### src/core/dcw_regs.svh
`ifndef DCW_REGS_SVH
`define DCW_REGS_SVH
// Register byte offsets (chosen map, one aligned word each)
`define DCW_CFG_WORD_OFS 12'h000
`define DCW_DECODED_OFS 12'h004
// Field positions in the configuration word
`define DCW_WDT_PS_HI 20
`define DCW_WDT_PS_LO 16
`define DCW_CLKSEL_HI 15
`define DCW_CLKSEL_LO 14
`define DCW_RSVD_HI 13
`define DCW_RSVD_LO 11
`define DCW_CLKOUT_DIS_BIT 10
`define DCW_POSC_HI 9
`define DCW_POSC_LO 8
`define DCW_TWOSPD_BIT 7
`define DCW_SOSC_BIT 6
`define DCW_DMT_HI 5
`define DCW_DMT_LO 3
// Largest defined postscale code
`define DCW_WDT_PS_MAX 5'h14
// Value held until the word is latched: erased storage reads ones
`define DCW_CFG_RESET 32'hFFFFFFFF
`endif

### src/core/dcw_pkg.sv
package dcw_pkg;
  typedef enum logic [1:0] {
    DCW_POSC_EXT = 2'h0,
    DCW_POSC_RSVD = 2'h1,
    DCW_POSC_XTAL = 2'h2,
    DCW_POSC_OFF = 2'h3
  } dcw_posc_e;
  typedef enum {DCW_LOAD, DCW_HOLD} dcw_state_e;
endpackage

### src/core/dcw_decoder.sv
// Register access over APB and the address map were decided locally.
`timescale 1ns/1ps
`include "dcw_regs.svh"

// Summary of operation
// - Bits 20:16 select watchdog ratio 2^n
// - Codes above 20 act as code 20
// - Bits 15:14: fail monitor, clock switching
// - Bit 10 zero drives clock output
// - Clock output only in off or external modes
// - Bits 9:8 pick primary oscillator mode
// - Bit 7 enables two-speed start-up
// - Bit 6 enables secondary oscillator
// - Bits 5:3 give deadman window fraction
module dcw_decoder
  import dcw_pkg::*;
(
  input wire logic pclk, // 50 MHz bus clock
  input wire logic presetn, // Async reset, active low
  input wire logic [31:0] nvm_cfg_word, // Stored configuration word
  input wire logic psel, // APB select
  input wire logic penable, // APB access phase
  input wire logic pwrite, // APB direction
  input wire logic [11:0] paddr, // APB byte address
  input wire logic [31:0] pwdata, // APB write data, ignored
  output logic [31:0] prdata, // APB read data
  output logic pready, // APB ready
  output logic pslverr, // APB error
  output logic cfg_valid, // Settings are latched
  output logic [4:0] watchdog_postscale_select, // Effective code 0..20
  output logic [20:0] wdt_ratio_onehot, // One-hot 2^n ratio
  output logic clock_fail_monitor_en, // Fail-safe monitor
  output logic clock_switch_en, // Run-time switching
  output logic system_clock_output_en, // Clock out on osc pin
  output logic [1:0] primary_oscillator_mode, // Raw mode field
  output logic high_speed_crystal_mode, // Crystal mode chosen
  output logic external_clock_input_mode, // External clock chosen
  output logic primary_osc_disable, // Primary oscillator off
  output logic primary_osc_mode_rsvd, // Reserved code programmed
  output logic two_speed_startup_enable, // Internal-external switch
  output logic secondary_oscillator_enable, // Low-freq oscillator on
  output logic [2:0] deadman_window_interval, // Raw window code
  output logic [7:0] deadman_window_num, // Window numerator
  output logic [7:0] deadman_window_den // Window denominator
);

  ////////////////////////////////////////////////////////////////////////////
  // Capture state
  dcw_state_e state_r, state_nxt;
  logic [31:0] cfg_r, cfg_nxt;
  logic [31:0] dec_w;
  logic [4:0] ps_raw;
  logic [2:0] dmt_code;
  logic [1:0] posc;

  // Load once after reset release, then hold; storage may not be
  // valid during reset itself, and a port cannot feed an async reset
  always_comb begin
    state_nxt = state_r;
    cfg_nxt = cfg_r;
    if (state_r == DCW_LOAD) begin
      cfg_nxt = nvm_cfg_word;
      state_nxt = DCW_HOLD;
    end
  end

  always_ff @(posedge pclk or negedge presetn) begin
    if (!presetn) begin
      state_r <= DCW_LOAD;
      cfg_r <= `DCW_CFG_RESET;
    end else begin
      state_r <= state_nxt;
      cfg_r <= cfg_nxt;
    end
  end

  ////////////////////////////////////////////////////////////////////////////
  // Field decode, all from the held word
  assign ps_raw = cfg_r[`DCW_WDT_PS_HI:`DCW_WDT_PS_LO];
  assign posc = cfg_r[`DCW_POSC_HI:`DCW_POSC_LO];
  assign dmt_code = cfg_r[`DCW_DMT_HI:`DCW_DMT_LO];

  // Undefined codes fold onto the largest ratio
  always_comb begin
    watchdog_postscale_select = ps_raw;
    if (ps_raw > `DCW_WDT_PS_MAX) begin
      watchdog_postscale_select = `DCW_WDT_PS_MAX;
    end
  end

  // One bit per ratio, n from 0 to 20
  genvar gi;
  generate
    for (gi = 0; gi < 21; gi++) begin : g_ratio
      assign wdt_ratio_onehot[gi] =
        (watchdog_postscale_select == 5'(gi));
    end
  endgenerate

  assign clock_fail_monitor_en = cfg_r[`DCW_CLKSEL_HI];
  assign clock_switch_en = cfg_r[`DCW_CLKSEL_LO];
  // Clock out needs bit low and the primary mode off or external (not crystal or reserved)
  assign system_clock_output_en = !cfg_r[`DCW_CLKOUT_DIS_BIT]
    && (posc == DCW_POSC_OFF || posc == DCW_POSC_EXT);
  assign primary_oscillator_mode = posc;
  assign high_speed_crystal_mode = (posc == DCW_POSC_XTAL);
  assign external_clock_input_mode = (posc == DCW_POSC_EXT);
  assign primary_osc_disable = (posc == DCW_POSC_OFF);
  assign primary_osc_mode_rsvd = (posc == DCW_POSC_RSVD);
  assign two_speed_startup_enable = cfg_r[`DCW_TWOSPD_BIT];
  assign secondary_oscillator_enable = cfg_r[`DCW_SOSC_BIT];
  assign deadman_window_interval = dmt_code;

  // Window (2^n-1)/2^n; code zero gives 0/1
  always_comb begin
    deadman_window_den = 8'h01 << dmt_code;
    deadman_window_num = deadman_window_den - 8'h01;
  end

  // Bits 13:11 are not checked; a programmer leaving zeros there
  // changes nothing here, which is shown in the decoded view
  assign dec_w = {cfg_valid, 10'h000, watchdog_postscale_select,
    clock_fail_monitor_en, clock_switch_en,
    cfg_r[`DCW_RSVD_HI:`DCW_RSVD_LO],
    system_clock_output_en, posc, two_speed_startup_enable,
    secondary_oscillator_enable, dmt_code, 3'h0};

  assign cfg_valid = (state_r == DCW_HOLD);

  ////////////////////////////////////////////////////////////////////////////
  // APB slave: zero wait, read-only; writes and unmapped get error
  logic [31:0] rdata_nxt;
  logic err_nxt;

  always_comb begin
    rdata_nxt = 32'h00000000;
    err_nxt = 1'b0;
    if (psel && !penable) begin
      if (pwrite) begin
        err_nxt = 1'b1;
      end else if (paddr == `DCW_CFG_WORD_OFS) begin
        rdata_nxt = cfg_r;
      end else if (paddr == `DCW_DECODED_OFS) begin
        rdata_nxt = dec_w;
      end else begin
        err_nxt = 1'b1;
      end
    end else begin
      rdata_nxt = prdata;
      err_nxt = pslverr;
    end
  end

  always_ff @(posedge pclk or negedge presetn) begin
    if (!presetn) begin
      prdata <= 32'h00000000;
      pslverr <= 1'b0;
    end else begin
      prdata <= rdata_nxt;
      pslverr <= err_nxt;
    end
  end

  assign pready = 1'b1;
endmodule

### config.mk
export PLATFORM = sky130hd
export DESIGN_NAME = dcw_decoder
export DESIGN_NICKNAME = d
export VERILOG_FILES = /design/src/core/dcw_pkg.sv /design/src/core/dcw_decoder.sv
export VERILOG_INCLUDE_DIRS = /design/src /design/src/core
export SDC_FILE = /design/constraint.sdc
export NUM_CORES = 1
export LEC_CHECK = 0
export BUFFER_PORTS_ARGS = -buffer_cell sky130_fd_sc_hd__buf_4
export CORE_MARGIN = 10
export CORE_UTILIZATION = 40
export DETAILED_ROUTE_END_ITERATION = 7
export GPL_ROUTABILITY_DRIVEN = 0
export PLACE_DENSITY = 0.77
export SLEW_MARGIN = 20
export SYNTH_ARGS = -nofsm -noshare
export SYNTH_HDL_FRONTEND = slang
export SYNTH_SLANG_ARGS = --single-unit
### constraint.sdc
create_clock -name pclk -period 1.2 [get_ports pclk]
set_input_delay 0 -clock pclk [delete_from_list [all_inputs] [get_ports pclk]]
set_output_delay 0 -clock pclk [all_outputs]
set_load 0.005 [all_outputs]
==> metrics.csv <==
metric,value,unit
status,"complete, but fails checks",
failing checks,negative setup slack,
clock sinks,66,
H-Tree Depth,3,
final worst-path cycle share,1.25,
R2R cell count,5,
drt via density,4.94,
Pint,4430,uW
Die H,107,um
clock skew,6.26,ps
"Async S/R FF share, synth",1.00,
Initial Utilization,0.412,
Max Buffers Root-to-Sink,2,
register area share after synthesis,0.563,
initial antenna violation count,0,
worst-path fanout max,3,
global route overflow,0,
Final ANT Viol Nets,0,
hold slack final,60.9,ps
Worst Path Required,1200,ps
Tot Pwr,5890,uW
"EDFF count, synth",0,
FF/Latch Area,1690,sq um
final routed DRC violation total,0,
pwr dens,1120,nW/um^2
Initial DRT Pass Iterations,4,
register bit total from synthesis,66,
Layout Nets,528,
HP Class,in -> reg,
critical path's largest stage delay,540,ps
io pins,172,
Peak Freq,0.667,GHz
"Slew Viols, Final",0,
die area,11400,sq um
largest net degree at the start of global routing,67,
hold path cells,3,
Area after DPL,4160,sq um
DR iter-0 viols,68,
Final Cell Area,5250,sq um
Total GRT Usage,0.165,
area of the multi-input gates,1330,sq um
crit path cell chain,inv_2 -> or3_4 -> nor2_2 -> buf_4,
Finish-stage setup viols,51,
share of layout cells above drive strength 1,0.701,
Total Wirelength,9.75,mm
Post-synth top flop,dfrtp_1,
Cell Rows,31,
antenna diode instance count,0,
Mapped Area,3000,sq um
Synth-to-Final Area Change,74.7,%
Post-Syn Area per Cell,12.1,sq um
CP endpoint kind,output pin,
first-pass GRT wire length,15.2,mm
yosys warns,0,
Max Cap Viol,0,
CTS tree,yes,
Vias,2701,
crit path time final,1500,ps
synthesized instance count,249,
RSZ-0062 raised after global routing,true,
LEAKAGE,0.00251,uW
Setup WS pre-CTS,-59.7,ps
min setup slack post-route,-300,ps
Die Wd,107,um
final count of hold timing violations,0,
switching pwr,1460,uW
post-DP HPWL,6.32,mm
vias in the first global route,3010,
DP Cell Count,471,
slowest CP cell,dfstp_2,
port buffer count,137,
clock share of power,0.346,
Worst-path clk slew,70,ps
Net Sw Frac,0.248,
sequential fraction of design power,0.429,
clk_lat worst skew,340,ps
non-filler cells in the finished layout,547,
Yosys cell types,36,
Routed WL per cell,17.8,um
CP Data Arrival Time,1500,ps
total core area,7290,sq um
Comb power frac,0.225,
Critical Path Source Type,flip-flop,
filler instances,494,
Crit Path Category,reg -> out,
worst vdd ir,929,uV
TritonCTS Buffers,9,
clock root cell,clkbuf_8,
## flip-flops by register name (all words and copies together), names as in the netlist
name / count
pslverr: 1
cfg_r: 32
state_r: 1
prdata: 32
## per-stage QoR
stage,utilization,setup TNS (ps)
after global placement,0.571,0
after CTS,0.696,-7280
after detailed placement,0.571,-821
after global routing,0.720,-10530
final,0.720,-7480
after floorplan,-,-48.4
## cells by family after synthesis
family	synth area share
AO/OA/AOI/OAI	0.104
multiplexers	0.127
other	0.00250
AND/OR/NAND/NOR	0.122
buffers and inverters	0.0650
adder cells (fa/ha/maj)	0.0167
flip-flops	0.563
## critical path, delay by kind of cell (launching register included)
kind,cells,cell delay (ps)
buffers and inverters,2,160
flip-flops,1,540
AND/OR/NAND/NOR,2,460
## power groups by stage
| stage | Sequential [uW] | Clock, uW | Combinational, uW |
|---|---|---|---|
| 2_1_floorplan | 2510 | 0 | 420 |
| 3_3_place_gp | 2570 | 0 | 828 |
| 3_5_place_dp | 2580 | 0 | 848 |
| 4_1_cts | 2520 | 2100 | 1200 |
| 5_1_grt | 2540 | 2190 | 1420 |
| 6_report | 2530 | 2040 | 1330 |
## synthesized netlist by cell type, drive strengths merged, types with 4 or more instances
cell | count | area share
dfrtp | 34 | 0.28
dfstp | 32 | 0.28
mux2 | 32 | 0.12
nor2 | 23 | 0.029
clkbuf | 16 | 0.020
a32o | 14 | 0.050
buf | 13 | 0.035
nand2 | 13 | 0.016
a22o | 10 | 0.029
o21ai | 9 | 0.015
inv | 8 | 0.010
ha | 4 | 0.017
nand2b | 4 | 0.0083
nand3 | 4 | 0.0067
nor3 | 4 | 0.0067
## final cells by class
cell class,count,area share
well taps,99,0.0236
clock inverters,5,0.0148
inverters,8,0.00620
clock buffers,11,0.0269
flip-flops and latches,66,0.322
multi-input cells,147,0.253
repair buffers,211,0.353
## worst paths after layout
check | from | end | slack (ps)
setup / recovery | cfg_r[17] | wdt_ratio_onehot[18] | -300
hold / removal | paddr[2] | prdata[18] | 60
setup reg to reg | cfg_r[9] | prdata[10] | -60
hold reg to reg | prdata[31] | prdata[31] | 490
max in group asynchronous | presetn | cfg_r[29] | 690
min in group asynchronous | presetn | prdata[21] | 190
## what timing repair did
action | CTS | global route
hold buffers | 33 | 0
gates resized for setup | 62 | 36
pin swaps | 16 | 8
hold endpoints to repair | 98 | 0
setup buffers | 20 | 9
setup endpoints to repair | 45 | 53
## metal layers
layer | share of wire | vias to the layer above | wire length, um | GRT usage
met5 | 0 | - | 0 | 0
met4 | 0.018 | 0 | 176 | 0.0609
met3 | 0.086 | 15 | 840 | 0.0641
met2 | 0.53 | 106 | 5150 | 0.295
met1 | 0.37 | 1332 | 3590 | 0.171
li1 | - | 1248 | - | -
## cells in the final DEF (no fill, tap or decap), types with 3 or more instances in the layout
cell,instances
dfstp_2,32
nor2_4,3
nor2_1,9
dfrtp_1,34
nand3_1,3
o21ai_1,5
buf_12,3
nor2_2,11
nor3b_2,3
buf_6,39
nand2_1,10
nor3_2,3
a32o_1,6
a32o_2,8
buf_4,135
clkbuf_8,10
inv_2,5
ha_4,4
conb_1,3
o21ai_0,4
dlygate4sd3_1,33
or3_4,3
a22o_1,10
mux2_2,32
Power figures use the tool's default switching activity.
